[src/shared/countdown_timer_pkg.sv]
// Purpose: shared constants for the protocol aware countdown timer
// Assumes: APB register window, one 32-bit word per byte register
// Notes:   register indices are scaled by four to form byte addresses
package countdown_timer_pkg;
    // register indices, byte address is index times four
    localparam logic [7:0] TIMER_MODE_IDX   = 8'h2A;
    localparam logic [7:0] PRESC_LOW_IDX    = 8'h2B;
    localparam logic [7:0] RELOAD_HIGH_IDX  = 8'h2C;
    localparam logic [7:0] RELOAD_LOW_IDX   = 8'h2D;
    localparam logic [7:0] COUNT_HIGH_IDX   = 8'h2E;
    localparam logic [7:0] COUNT_LOW_IDX    = 8'h2F;
    localparam logic [7:0] CONTROL_IDX      = 8'h40;
    localparam logic [7:0] CONFIG_IDX       = 8'h41;
    localparam logic [7:0] STATUS_IDX       = 8'h42;
    localparam logic [7:0] IRQ_STATUS_IDX   = 8'h43;
    localparam logic [7:0] IRQ_MASK_IDX     = 8'h44;

    // timer mode fields
    localparam int MODE_AUTO_BIT    = 7;
    localparam int MODE_GATE_LSB    = 5;
    localparam int MODE_RESTART_BIT = 4;
    localparam int MODE_PRESC_LSB   = 0;

    // control fields, self clearing strobes
    localparam int CTRL_HALT_BIT  = 0;
    localparam int CTRL_START_BIT = 1;

    // config fields
    localparam int CFG_EVEN_BIT  = 0;
    localparam int CFG_MULTI_BIT = 1;

    // status and interrupt fields
    localparam int STATUS_ACTIVE_BIT = 0;
    localparam int IRQ_EXPIRED_BIT   = 0;

    // reset values
    localparam logic [7:0]  TIMER_MODE_RESET = 8'h00;
    localparam logic [7:0]  PRESC_LOW_RESET  = 8'h00;
    localparam logic [15:0] RELOAD_RESET     = 16'h0000;
    localparam logic [15:0] COUNT_RESET      = 16'h0000;
    localparam logic [1:0]  CONFIG_RESET     = 2'h0;
    localparam logic        IRQ_MASK_RESET   = 1'b0;

    // gate source codes
    localparam logic [1:0] GATE_NONE   = 2'h0;
    localparam logic [1:0] GATE_FIRST  = 2'h1;
    localparam logic [1:0] GATE_SECOND = 2'h2;

    // widths and protocol counts
    localparam int PRESC_WIDTH      = 12;
    localparam int COUNT_WIDTH      = 16;
    localparam int STOP_BIT_COUNT   = 5;
    localparam real REF_CLOCK_MHZ   = 13.56;
endpackage

[src/hdl/countdown_timer.sv]
// Purpose: 16-bit protocol aware countdown timer behind an APB slave
// Assumes: ref_strobe marks each 13.56 MHz reference period in pclk
// Notes:   one access cycle per transfer, no wait states
//
// Notes on behaviour
// - auto start at every transmission end
// - auto, single frame: stop at fifth bit
// - auto, multi frame: fifth bit ignored, only halt or expiry stops
// - auto off: protocol events ignored
// - gate field: none, first pin, second pin
// - active flag independent of gate level
// - reload on zero restarts from reload
// - no restart: stop at zero, raise request
// - prescaler split high nibble, low byte
// - odd divide: 2p+1 reference periods
// - even divide: 2p+2 reference periods
// - reload value loaded at start and on restart at zero
// - prescaler low byte at 2Bh, reset 00h
`timescale 1ns/1ps
module countdown_timer
    import countdown_timer_pkg::*;
#(
    parameter int ADDR_WIDTH = 12
) (
    input  wire logic                  pclk,
    input  wire logic                  presetn,
    input  wire logic                  psel,
    input  wire logic                  penable,
    input  wire logic                  pwrite,
    input  wire logic [ADDR_WIDTH-1:0] paddr,
    input  wire logic [31:0]           pwdata,
    input  wire logic [3:0]            pstrb,
    output logic [31:0]                prdata,
    output logic                       pready,
    output logic                       pslverr,
    input  wire logic                  ref_strobe,
    input  wire logic                  tx_end,
    input  wire logic                  rx_bit_strobe,
    input  wire logic                  first_gate_input_pin,
    input  wire logic                  second_gate_input_pin,
    output logic                       timer_active_flag,
    output logic                       irq
);
    // the decode needs index bits 9:2, so narrower buses are refused at elaboration
    if (ADDR_WIDTH < 10 || ADDR_WIDTH > 32) begin
        $error("address width out of range");
    end

    typedef struct packed {
        logic [7:0]             mode;
        logic [7:0]             presc_low;
        logic [COUNT_WIDTH-1:0] reload;
        logic [COUNT_WIDTH-1:0] count;
        logic [1:0]             config_bits;
        logic                   active;
        logic                   expired;
        logic                   mask;
        logic                   irq;
        logic                   ready;
        logic                   slverr;
        logic [31:0]            rdata;
    } timer_state_t;

    timer_state_t st_reg;
    timer_state_t st_next;

    logic                   setup;
    logic                   wr_edge;
    logic [7:0]             index;
    logic                   word_ok;
    logic                   mapped;
    logic [7:0]             rd_byte;
    logic                   auto_start;
    logic [1:0]             gate_sel;
    logic                   gate_open;
    logic                   start_event;
    logic                   stop_event;
    logic                   halt_now;
    logic                   sw_start;
    logic                   tick;
    logic                   fifth_bit;
    logic [PRESC_WIDTH-1:0] presc_value;

    // bus decode; word aligned addresses only, upper bits must be zero
    assign setup   = psel && !penable;
    assign wr_edge = psel && penable && st_reg.ready && pwrite && pstrb[0];
    assign index   = paddr[9:2];
    assign word_ok = (paddr[1:0] == 2'h0) && ({paddr, 2'h0} >> 12) == '0;

    // configuration fields
    assign auto_start  = st_reg.mode[MODE_AUTO_BIT];
    assign gate_sel    = st_reg.mode[MODE_GATE_LSB +: 2];
    assign presc_value = {st_reg.mode[MODE_PRESC_LSB +: 4], st_reg.presc_low};

    // gate source select; code 11 is treated as ungated
    always_comb begin
        case (gate_sel)
            GATE_NONE:   gate_open = 1'b1;
            GATE_FIRST:  gate_open = first_gate_input_pin;
            GATE_SECOND: gate_open = second_gate_input_pin;
            default:     gate_open = 1'b1;
        endcase
    end

    // control strobes act at the access edge of a write; a refused address
    // aliases onto the control index, so it must not fire a strobe
    assign halt_now = wr_edge && word_ok && index == CONTROL_IDX && pwdata[CTRL_HALT_BIT];
    assign sw_start = wr_edge && word_ok && index == CONTROL_IDX && pwdata[CTRL_START_BIT];

    // protocol events only count while auto start is set
    assign start_event = sw_start || (auto_start && tx_end);
    assign stop_event  = halt_now
                      || (auto_start && !st_reg.config_bits[CFG_MULTI_BIT] && fifth_bit);

    // prescaler stalls with the gate closed so partial ticks are kept
    tick_prescaler #(
        .PW (PRESC_WIDTH)
    ) u_presc (
        .pclk        (pclk),
        .presetn     (presetn),
        .clear       (start_event),
        .run         (st_reg.active && gate_open),
        .ref_strobe  (ref_strobe),
        .divisor     (presc_value),
        .even_divide (st_reg.config_bits[CFG_EVEN_BIT]),
        .tick        (tick)
    );

    rx_bit_watch #(
        .BITS (STOP_BIT_COUNT)
    ) u_watch (
        .pclk          (pclk),
        .presetn       (presetn),
        .arm           (start_event),
        .rx_bit_strobe (rx_bit_strobe),
        .fifth_bit     (fifth_bit)
    );

    // read mux, unmapped words flag an error and read zero
    always_comb begin
        mapped  = 1'b1;
        rd_byte = 8'h00;
        case (index)
            TIMER_MODE_IDX:  rd_byte = st_reg.mode;
            PRESC_LOW_IDX:   rd_byte = st_reg.presc_low;
            RELOAD_HIGH_IDX: rd_byte = st_reg.reload[15:8];
            RELOAD_LOW_IDX:  rd_byte = st_reg.reload[7:0];
            COUNT_HIGH_IDX:  rd_byte = st_reg.count[15:8];
            COUNT_LOW_IDX:   rd_byte = st_reg.count[7:0];
            CONTROL_IDX:     rd_byte = 8'h00;
            CONFIG_IDX:      rd_byte = {6'h00, st_reg.config_bits};
            STATUS_IDX:      rd_byte = {7'h00, st_reg.active};
            IRQ_STATUS_IDX:  rd_byte = {7'h00, st_reg.expired};
            IRQ_MASK_IDX:    rd_byte = {7'h00, st_reg.mask};
            default:         mapped = 1'b0;
        endcase
        if (!word_ok) begin
            mapped  = 1'b0;
            rd_byte = 8'h00;
        end
    end

    // next state of the whole block
    always_comb begin
        st_next = st_reg;

        // answer prepared in setup, shown during the single access cycle
        st_next.ready  = setup;
        st_next.slverr = setup && !mapped;
        st_next.rdata  = (setup && !pwrite) ? {24'h000000, rd_byte} : 32'h0000_0000;

        // register writes; count and status are read only
        if (wr_edge && word_ok) begin
            case (index)
                TIMER_MODE_IDX:  st_next.mode = pwdata[7:0];
                PRESC_LOW_IDX:   st_next.presc_low = pwdata[7:0];
                RELOAD_HIGH_IDX: st_next.reload[15:8] = pwdata[7:0];
                RELOAD_LOW_IDX:  st_next.reload[7:0] = pwdata[7:0];
                CONFIG_IDX:      st_next.config_bits = pwdata[1:0];
                IRQ_MASK_IDX:    st_next.mask = pwdata[IRQ_EXPIRED_BIT];
                IRQ_STATUS_IDX:  begin
                    if (pwdata[IRQ_EXPIRED_BIT]) begin
                        st_next.expired = 1'b0;
                    end
                end
                default:         st_next.expired = st_reg.expired;
            endcase
        end

        // counting; the reload registers reach the counter at start and on restart at zero
        if (stop_event) begin
            st_next.active = 1'b0;
        end else if (start_event) begin
            st_next.active = 1'b1;
            st_next.count  = st_reg.reload;
        end else if (tick) begin
            if (st_reg.count == '0) begin
                if (st_reg.mode[MODE_RESTART_BIT]) begin
                    st_next.count = st_reg.reload;
                end else begin
                    st_next.active  = 1'b0;
                    st_next.expired = 1'b1;
                end
            end else begin
                st_next.count = st_reg.count - 1'b1;
            end
        end

        // level interrupt from the masked sticky flag
        st_next.irq = st_next.expired && st_next.mask;
    end

    // every output is taken straight from a flip-flop
    always_ff @(posedge pclk or negedge presetn) begin
        if (!presetn) begin
            st_reg             <= '0;
            st_reg.mode        <= TIMER_MODE_RESET;
            st_reg.presc_low   <= PRESC_LOW_RESET;
            st_reg.reload      <= RELOAD_RESET;
            st_reg.count       <= COUNT_RESET;
            st_reg.config_bits <= CONFIG_RESET;
            st_reg.mask        <= IRQ_MASK_RESET;
        end else begin
            st_reg <= st_next;
        end
    end

    assign prdata            = st_reg.rdata;
    assign pready            = st_reg.ready;
    assign pslverr           = st_reg.slverr;
    assign timer_active_flag = st_reg.active;
    assign irq               = st_reg.irq;
endmodule

[src/hdl/rx_bit_watch.sv]
// Purpose: flag the fifth received bit after a timer start
// Assumes: rx_bit_strobe pulses once per received bit, start bit first
// Notes:   disarms after firing so later bits are ignored
`timescale 1ns/1ps
module rx_bit_watch
    import countdown_timer_pkg::*;
#(
    parameter int BITS = STOP_BIT_COUNT
) (
    input  wire logic pclk,
    input  wire logic presetn,
    input  wire logic arm,
    input  wire logic rx_bit_strobe,
    output logic      fifth_bit
);
    // the bit counter is four bits wide
    if (BITS < 1 || BITS > 15) begin
        $error("bit count out of range");
    end

    typedef struct packed {
        logic       armed;
        logic [3:0] seen;
    } watch_state_t;

    watch_state_t st_reg;
    watch_state_t st_next;

    // count bits only while armed by a start event
    always_comb begin
        fifth_bit = st_reg.armed && rx_bit_strobe && (st_reg.seen == 4'(BITS - 1));
        st_next   = st_reg;
        if (arm) begin
            st_next.armed = 1'b1;
            st_next.seen  = 4'h0;
        end else if (fifth_bit) begin
            st_next.armed = 1'b0;
        end else if (st_reg.armed && rx_bit_strobe) begin
            st_next.seen = st_reg.seen + 4'h1;
        end
    end

    always_ff @(posedge pclk or negedge presetn) begin
        if (!presetn) begin
            st_reg <= '0;
        end else begin
            st_reg <= st_next;
        end
    end
endmodule

[src/hdl/tick_prescaler.sv]
// Purpose: divide the reference strobe into timer ticks
// Assumes: ref_strobe is one pclk cycle per reference period
// Notes:   period is 2p+1 or 2p+2 reference strobes
`timescale 1ns/1ps
module tick_prescaler
    import countdown_timer_pkg::*;
#(
    parameter int PW = PRESC_WIDTH
) (
    input  wire logic          pclk,
    input  wire logic          presetn,
    input  wire logic          clear,
    input  wire logic          run,
    input  wire logic          ref_strobe,
    input  wire logic [PW-1:0] divisor,
    input  wire logic          even_divide,
    output logic               tick
);
    // refuse widths the terminal count cannot hold
    if (PW < 1 || PW > 16) begin
        $error("prescaler width out of range");
    end

    typedef struct packed {
        logic [PW+1:0] div;
    } presc_state_t;

    presc_state_t st_reg;
    presc_state_t st_next;
    logic [PW+1:0] last;

    // odd or even division selects the terminal count
    always_comb begin
        last    = {1'b0, divisor, 1'b0} + {{(PW+1){1'b0}}, even_divide};
        tick    = run && ref_strobe && (st_reg.div == last);
        st_next = st_reg;
        if (clear) begin
            st_next.div = '0;
        end else if (run && ref_strobe) begin
            st_next.div = tick ? '0 : st_reg.div + 1'b1;
        end
    end

    always_ff @(posedge pclk or negedge presetn) begin
        if (!presetn) begin
            st_reg <= '0;
        end else begin
            st_reg <= st_next;
        end
    end
endmodule

[config.mk]
export PLATFORM = sky130hd
export DESIGN_NAME = countdown_timer
export DESIGN_NICKNAME = d
export VERILOG_FILES = /design/src/shared/countdown_timer_pkg.sv /design/src/hdl/countdown_timer.sv /design/src/hdl/rx_bit_watch.sv /design/src/hdl/tick_prescaler.sv
export SDC_FILE = /design/constraint.sdc
export NUM_CORES = 1
export LEC_CHECK = 0
export ABC_AREA = 1
export BUFFER_PORTS_ARGS = -buffer_cell sky130_fd_sc_hd__buf_2
export CAP_MARGIN = 20
export CORE_ASPECT_RATIO = 0.5
export CORE_MARGIN = 5
export CORE_UTILIZATION = 55
export CTS_CLUSTER_SIZE = 12
export DETAILED_ROUTE_END_ITERATION = 6
export PLACE_DENSITY = 0.84
export SETUP_SLACK_MARGIN = 0.4
export SLEW_MARGIN = 10
export SYNTH_ARGS = -nofsm -noshare
export SYNTH_HDL_FRONTEND = slang
export SYNTH_HIERARCHICAL = 1
export SYNTH_SLANG_ARGS = --single-unit
[constraint.sdc]
create_clock -name pclk -period 5.5 [get_ports pclk]
set_input_delay 0.825 -clock pclk [delete_from_list [all_inputs] [get_ports pclk]]
set_output_delay 0.825 -clock pclk [all_outputs]
set_load 0.01 [all_outputs]
==> flow_summary.ini, run 1 <==
[finish]
drive_gt1_share_pct = 14.4
nFillCells = 851
final_area_um2 = 6090
fin_nets = 888
diodes = 0
area_growth_pct = 9.82
layoutNonFillerInstCount = 963
largest_register_ffs = 37
final_util_pct = 63.2

[global_routing]
grt_usage_pct = 22.9
antenna_found_initial = 0
grt_pass1_wl_um = 23100
overflow = 0
grt_max_degree = 84
grt_pass1_vias = 4807

[timing]
tightest_slew_ps = 797
clock.fmax_mhz = 393
hold_violations = 0
setup_violations = 0
fin_crit_ps = 2550
timing.slew.headroom_pct = 46.7
setup_tns_ps = 0
maxSlewViolCount = 0
hold_slack_ps = 360
clock-skew-final_ps = 7.44
rsz0062_at_grt = false
period_share_pct = 46.3
postLayoutSetupSlackWorst_ps = 2950

[floorplan]
core_area_um2 = 9630
die_area_um2 = 12300
ios = 94
die_x_um = 152
die_y_um = 81.0
rows = 25
start_util_pct = 57.5

[worst_setup_path]
cp.arrival_ps = 2800
critPathMaxFanout = 16
critical_path_class = in -> reg
cp-end-kind = flop
slowest_delay_ps = 610
path_common_cell = nand2_1
cp_slowest_cell = nor2_1
worstPathCellList = buf_2 > inv_1 > nand2_1 > nor2_4 > nand2_1 > nor2_1 > nand2_1 > o21ai_0
cp_num_buf_inv = 2
crit_start = paddr[8]
reg2reg_from = gate_sel[1]
critPathLaunchType = input port
required_ps = 5750
crit_family = simple AND/OR/NAND/NOR gates

[logic_synthesis]
ys_seq_elements = 83
synth_flop_cell = dfrtp_1
syn_area_per_cell_um2 = 7.04
post-synth-top-area-cell = dfrtp_1
synth_top_area_share_pct = 37.5
synth_area_um2 = 5540
synth.area.top_cells = dfrtp_1, nand2_1, inv_1
synth_common_cells = nand2_1, inv_1, dfrtp_1
syn_inst = 788
yosysMostFrequentCell = nand2_1
ys_types = 35
async_reset_ff_share_pct = 100
synth_seq_area_share_pct = 37.5
synth_edf_count = 0
yosysWarnings = 6

[placement]
place_area_um2 = 5700
dpl.cell_count = 946
place_ws_ps = 2650
routabilityCongestion = 0.947
place_hpwl_um = 9900
io_buffers = 42

[routing]
drtIter0Drc = 533
num_vias = 5109
viasPerCell = 5.31
routed_wl_um = 13600
wl_per_cell_um = 14.1
first_pass_iters = 5
route.detailed.drc = 0
ant_nets = 0

[status]
outcome = finished clean

[clock_tree]
ctsResizeCount = 0
cts_tree = yes
cts_buffer_depth = 2
cts_sinks = 83
worstSkewPairLatency_ps = 340
cts_htree_levels = 3
clk_pin_slew_worst_paths_ps = 60
cts_buffers = 9
cts_setup_buffers = 0
hold_buffers = 0
root_buffer = clkbuf_16

[pwr]
p_leak_nw = 3.32
power.density_nw_per_um2 = 228
vdd_drop_max_v = 0.000165
total_power_mw = 1.39

[worst_hold_path]
hold_path_class = in -> async

[job]
maxCapViolCount = 0
==> report_power, final <==
group | leakage [nW] | internal, mW | switching (mW)
Combinational | 2.00 | 0.0156 | 0.0430
Sequential | 1.14 | 0.612 | 0.00112
Clock | 0.179 | 0.480 | 0.239
Total | 3.32 | 1.11 | 0.284
==> path summary, 6_finish.rpt <==
kind                                      end  slack (ps)  cells past startpoint
setup / recovery                  gate_sel[0]        2950                      8
hold / removal              u_presc/st_reg[4]         360                      1
min in group pclk                  st_reg[67]         490                      2
max in group asynchronous  u_presc/st_reg[12]        4550                      2
setup reg to reg                   st_reg[41]        2960                     19
hold reg to reg                    st_reg[67]         490                      2
==> routing by layer <==
metal,routed length (um),track usage (%)
met1,5960,30.2
met2,6260,38.8
met3,1170,6.23
met4,166,4.66
met5,0,0
==> placed cells by master, fill, tap and decap left out, drive strengths merged <==
| cell type | count |
|---|---|
| a21oi | 7 |
| a22o | 2 |
| and2 | 1 |
| buf | 43 |
| bufinv | 3 |
| clkbuf | 12 |
| clkinv | 1 |
| conb | 24 |
| dfrtp | 83 |
| ha | 7 |
| inv | 115 |
| nand2 | 279 |
| nand3 | 50 |
| nand3b | 3 |
| nand4 | 20 |
| nor2 | 84 |
| nor3 | 15 |
| nor4 | 1 |
| o21ai | 54 |
| o22ai | 7 |
| or2 | 1 |
| xnor2 | 3 |
| xor2 | 13 |
==> logic make-up (layout without fill, tap and decap cells) <==
group | count (synthesis) | after routing | share of synthesized area [%]
simple gates | 454 | 454 | 38.3
buf+inv | 157 | 174 | 13.4
flops | 83 | 83 | 37.5
compound gates | 70 | 70 | 6.68
xor+xnor | 16 | 16 | 2.53
fa+ha+maj | 7 | 7 | 1.58
other cells | 1 | 24 | 0.0676
==> cell type report <==
class,count,area [um2],area share (%)
clock buffers,12,267,4.38
flip-flops and latches,83,2080,34.1
repair buffers,43,240,3.95
multi-input cells,571,2810,46.1
inverters,115,432,7.09
clock inverters,4,95.1,1.56
well taps,135,169,2.77
Power figures use the tool's default switching activity.
==> inputs of run 2 (changes only) <==
==> constraint.sdc (replaced) <==
create_clock -name pclk -period 2.6 [get_ports pclk]
set_input_delay 0.39 -clock pclk [delete_from_list [all_inputs] [get_ports pclk]]
set_output_delay 0.39 -clock pclk [all_outputs]
set_load 0.01 [all_outputs]
==> run 2 against run 1 <==
Against the previous run:
- largest power group unchanged
- sequential power up 110%
- worst hold slack worse by 350 ps
- critical endpoint is now st_reg[54]
- final cell count up 1.1%
- total power up 97%
- cell area up 1.2%
- via count up 0.94%
- global-route usage up 0.14 points
- combinational power up 110%
- routed wire length up 2.7%
==> flow_summary.ini, run 2 (same netlist as run 1, synthesis figures left out) <==
[clock_tree]
cts_tree = yes
cts_buffers = 9
cts_htree_levels = 3
cts_sinks = 83
root_buffer = clkbuf_16
hold_buffers = 0
worstSkewPairLatency_ps = 340
clk_pin_slew_worst_paths_ps = 60
cts_buffer_depth = 2

[global_routing]
grt_pass1_wl_um = 22900
grt_max_degree = 47
grt_usage_pct = 23.1
antenna_found_initial = 0
overflow = 0
grt_pass1_vias = 4711

[timing]
clock.fmax_mhz = 452
timing.slew.headroom_pct = 65.5
hold_violations = 0
setup_violations = 0
clock-skew-final_ps = 3.32
postLayoutSetupSlackWorst_ps = 390
setup_tns_ps = 0
rsz0062_at_grt = true
period_share_pct = 85.0
maxSlewViolCount = 0
hold_slack_ps = 7.41
fin_crit_ps = 2210
tightest_slew_ps = 515

[finish]
final_area_um2 = 6160
drive_gt1_share_pct = 16.1
multi_input_area_um2 = 2830
area_growth_pct = 11.1
fin_nets = 899
diodes = 0
layoutNonFillerInstCount = 974
layout_common_cells = nand2_1, inv_1, dfrtp_1
final_common_cell = nand2_1
nFillCells = 830
ff_latch_area_um2 = 2080
largest_register_ffs = 37

[status]
outcome = finished clean

[floorplan]
core_area_um2 = 9630
ios = 94
die_y_um = 81.0
start_util_pct = 57.5
die_x_um = 152
rows = 25
die_area_um2 = 12300

[worst_setup_path]
critPathLaunchType = flop
cp_slowest_cell = dfrtp_1
worstPathCellList = inv_1 > ha_1 > a22o_1 > o21ai_1 > inv_1 > nand2_2 > inv_2 > nand2_1 > nor2_1 > nand2_1 > nor2_2 > nand2_2 > inv_2 > nand2_2 > inv_2 > nor2_4 > nor2_8 > buf_12 > nand3_1 > nand2_1
required_ps = 2830
cp_num_buf_inv = 6
cp.arrival_ps = 2440
critPathMaxFanout = 8
crit_family = simple AND/OR/NAND/NOR gates
critical_path_class = reg -> reg
slowest_delay_ps = 390
cp-end-kind = flop

[pwr]
combPwrFrac_pct = 4.4
p_switching_mw = 0.596
p_int_mw = 2.15
power.density_nw_per_um2 = 446
vdd_drop_max_v = 0.000363
swShare_pct = 21.7
p_leak_nw = 3.34
seqPwrFrac_pct = 47.3
p_clk_share_pct = 48.3

[routing]
wl_per_cell_um = 14.3
first_pass_iters = 6
num_vias = 5157
route.detailed.drc = 0
viasPerCell = 5.29
routed_wl_um = 13900
ant_nets = 0
drtIter0Drc = 496

[placement]
routabilityCongestion = 0.945
place_hpwl_um = 9950
place_ws_ps = 164
io_buffers = 42
dpl.cell_count = 948
place_area_um2 = 5730

[job]
maxCapViolCount = 0

[worst_hold_path]
hold_path_class = in -> async
run 2: worst paths after layout:
kind                             startpoint           endpoint  slack, ps  cells past startpoint
worst max-delay path            gate_sel[1]         st_reg[54]        390                     20
worst min-delay path                presetn  u_presc/st_reg[3]          7                      1
worst max register to register  gate_sel[1]         st_reg[54]        390                     20
worst min register to register   st_reg[68]         st_reg[68]        490                      2
max in group asynchronous           presetn          prdata[3]       1970                      2
min in group pclk                   penable             pready        230                      2
run 2: per-stage QoR:
| step | power, mW | util (%) |
|---|---|---|
| global placement | 1.44 | 59.4 |
| global route | 2.84 | 63.9 |
| finish | 2.75 | 63.9 |
| detailed placement | 1.44 | 59.4 |
| floorplan | 1.40 | - |
| CTS | 2.76 | 63.4 |
run 2: per-layer routing:
| layer | wire length [um] | GRT usage [%] |
|---|---|---|
| met5 | 0 | 0 |
| met4 | 206 | 6.82 |
| met3 | 1350 | 5.16 |
| met2 | 6610 | 40.0 |
| met1 | 5770 | 29.5 |
run 2: area by class of cell:
cell class / instances / share of cell area [%]
clock buffers: 13 / 4.39
well taps: 135 / 2.74
clock inverters: 3 / 0.731
flip-flops and latches: 83 / 33.7
multi-input cells: 571 / 45.9
repair buffers: 54 / 5.52
inverters: 115 / 7.01
run 2: power groups by stage:
stage	Combinational, mW	Sequential (mW)	Clock [mW]
finish	0.121	1.30	1.33
global route	0.138	1.30	1.40
CTS	0.120	1.30	1.34
detailed placement	0.120	1.32	0
global placement	0.117	1.32	0
floorplan	0.0764	1.32	0
run 2: what timing repair did:
item | 4_1_cts | 5_1_grt
gates resized for setup | 3 | 5
endpoints found under the setup margin | 17 | 22
cloned | 0 | 0
pin swaps | 3 | 2
setup buffers | 5 | 5
==> inputs of run 3 (changes only) <==
--- a/config.mk
+++ b/config.mk
@@ -7,13 +7,12 @@
 export LEC_CHECK = 0
 export ABC_AREA = 1
 export BUFFER_PORTS_ARGS = -buffer_cell sky130_fd_sc_hd__buf_2
-export CAP_MARGIN = 20
 export CORE_ASPECT_RATIO = 0.5
 export CORE_MARGIN = 5
 export CORE_UTILIZATION = 55
 export CTS_CLUSTER_SIZE = 12
 export DETAILED_ROUTE_END_ITERATION = 6
-export PLACE_DENSITY = 0.84
+export PLACE_DENSITY_LB_ADDON = 0.05
 export SETUP_SLACK_MARGIN = 0.4
 export SLEW_MARGIN = 10
 export SYNTH_ARGS = -nofsm -noshare
==> run 3 against run 2 <==
Against the previous run:
- clock skew rose by 5.6 ps
- first-iteration DRC count decreased by 4.4%
- worst hold slack improved by 11 ps
- largest cell class unchanged
- largest power group is now sequential cells
- highest routed layer unchanged
==> flow_summary.ini, run 3 (same netlist as run 1, synthesis figures left out) <==
[status]
outcome = finished clean

[finish]
fin_nets = 903
nFillCells = 894
ff_latch_area_um2 = 2080
final_common_cell = nand2_1
diodes = 0
drive_gt1_share_pct = 17.4
largest_register_ffs = 37
layout_common_cells = nand2_1, inv_1, dfrtp_1
multi_input_area_um2 = 2860
final_util_pct = 64.6
area_growth_pct = 12.3

[routing]
route.met3.wl_um = 1040
ant_nets = 0
num_vias = 5017
viasPerCell = 5.13
met1_length_um = 6830
first_pass_iters = 7
route.detailed.drc = 0
route.met2.wl_um = 6470
drtIter0Drc = 474
routed_wl_um = 14500
wl_per_cell_um = 14.8
highest_layer = met4

[pwr]
p_switching_mw = 0.645
power.density_nw_per_um2 = 437
combPwrFrac_pct = 4.5
p_int_mw = 2.08
p_clk_share_pct = 47.8
p_leak_nw = 3.37
vdd_drop_max_v = 0.000277
swShare_pct = 23.7
seqPwrFrac_pct = 47.6

[floorplan]
die_area_um2 = 12300
start_util_pct = 57.5
die_x_um = 152
die_y_um = 81.0
ios = 94
rows = 25
core_area_um2 = 9630

[worst_hold_path]
hold_path_class = in -> async

[timing]
clock.fmax_mhz = 456
fin_crit_ps = 2200
maxSlewViolCount = 0
rsz0062_at_grt = true
period_share_pct = 84.4
hold_violations = 0
setup_tns_ps = 0
tightest_slew_ps = 555
setup_violations = 0
timing.slew.headroom_pct = 62.7
clock-skew-final_ps = 8.88

[clock_tree]
root_buffer = clkbuf_16
cts_buffer_depth = 2
clk_pin_slew_worst_paths_ps = 70
cts_tree = yes
cts_buffers = 9
cts_htree_levels = 3
cts_sinks = 83
worstSkewPairLatency_ps = 350
hold_buffers = 0

[placement]
routabilityCongestion = 0.963
place_hpwl_um = 10700
io_buffers = 42

[global_routing]
grt_usage_pct = 24.3
grt_max_degree = 44
overflow = 0
grt_pass1_wl_um = 23800
grt_pass1_vias = 4827
antenna_found_initial = 0

[job]
maxCapViolCount = 0

[worst_setup_path]
cp.arrival_ps = 2480
critPathMaxFanout = 5
critical_path_class = reg -> reg
critPathLaunchType = flop
required_ps = 2880
cp-end-kind = flop
[run 3: worst max-delay path, cell delays in order, from the launching register on]
cell     delay, ps
dfrtp_1        400
inv_1           70
ha_2           160
a22o_1         140
o21ai_2         70
inv_1           80
nand2_2         60
inv_2           80
nand2_2         50
nor2_2          80
nand2_1         70
nor2_2         120
nand2_2         70
inv_2           70
nand2_2         60
inv_2           70
nor2_4          40
nor2_8         160
buf_12         150
nand3_2         70
nand2_1         70
[run 3: repair_timing]
| action | CTS | global route |
|---|---|---|
| cloned | 0 | 1 |
| gates resized for setup | 8 | 7 |
| pin swaps | 6 | 12 |
| setup buffers | 7 | 4 |
| setup endpoints to repair | 18 | 27 |
[run 3: area by class of cell]
cell class                      count  area share [%]
Sequential cell                    83            33.4
Clock inverter                      7            1.25
Timing Repair Buffer               58            6.23
Clock buffer                        9            3.62
Multi-Input combinational cell    571            45.9
Tap cell                          135            2.71
Inverter                          115            6.93
[run 3: layer usage]
| layer | track usage (%) | vias to the layer above |
|---|---|---|
| met5 | 0 | - |
| met4 | 5.74 | 0 |
| met3 | 4.47 | 13 |
| met2 | 40.3 | 163 |
| met1 | 33.6 | 2338 |
| li1 | - | 2503 |
[run 3: power by group through the flow]
stage | Clock [mW] | Sequential, mW | Combinational, mW
2_1_floorplan | 0 | 1.32 | 0.0764
3_3_place_gp | 0 | 1.32 | 0.122
6_report | 1.30 | 1.30 | 0.123
4_1_cts | 1.32 | 1.30 | 0.124
3_5_place_dp | 0 | 1.32 | 0.123
5_1_grt | 1.39 | 1.30 | 0.141
[run 3: path summary, 6_finish.rpt]
check / startpoint / endpoint / slack (ps) / depth (start not counted)
max: gate_sel[0] / st_reg[54] / 400 / 20
min: presetn / st_reg[40] / 20 / 1
max reg2reg: gate_sel[0] / st_reg[54] / 400 / 20
min reg2reg: st_reg[68] / st_reg[68] / 490 / 2
max in group asynchronous: presetn / u_presc/st_reg[5] / 1960 / 2
min in group pclk: penable / pready / 220 / 2
[run 3: per-stage QoR]
step                cells  hold slack (ps)  power (mW)  area [um2]  setup WS (ps)
finish                978             18.3        2.72        6230            405
global route          978             76.6        2.82        6230            260
global placement      950              406        1.44        5740            204
floorplan             811             94.4        1.40        5630            491
CTS                   973             44.6        2.74        6150            388
detailed placement    950              408        1.44        5740            170
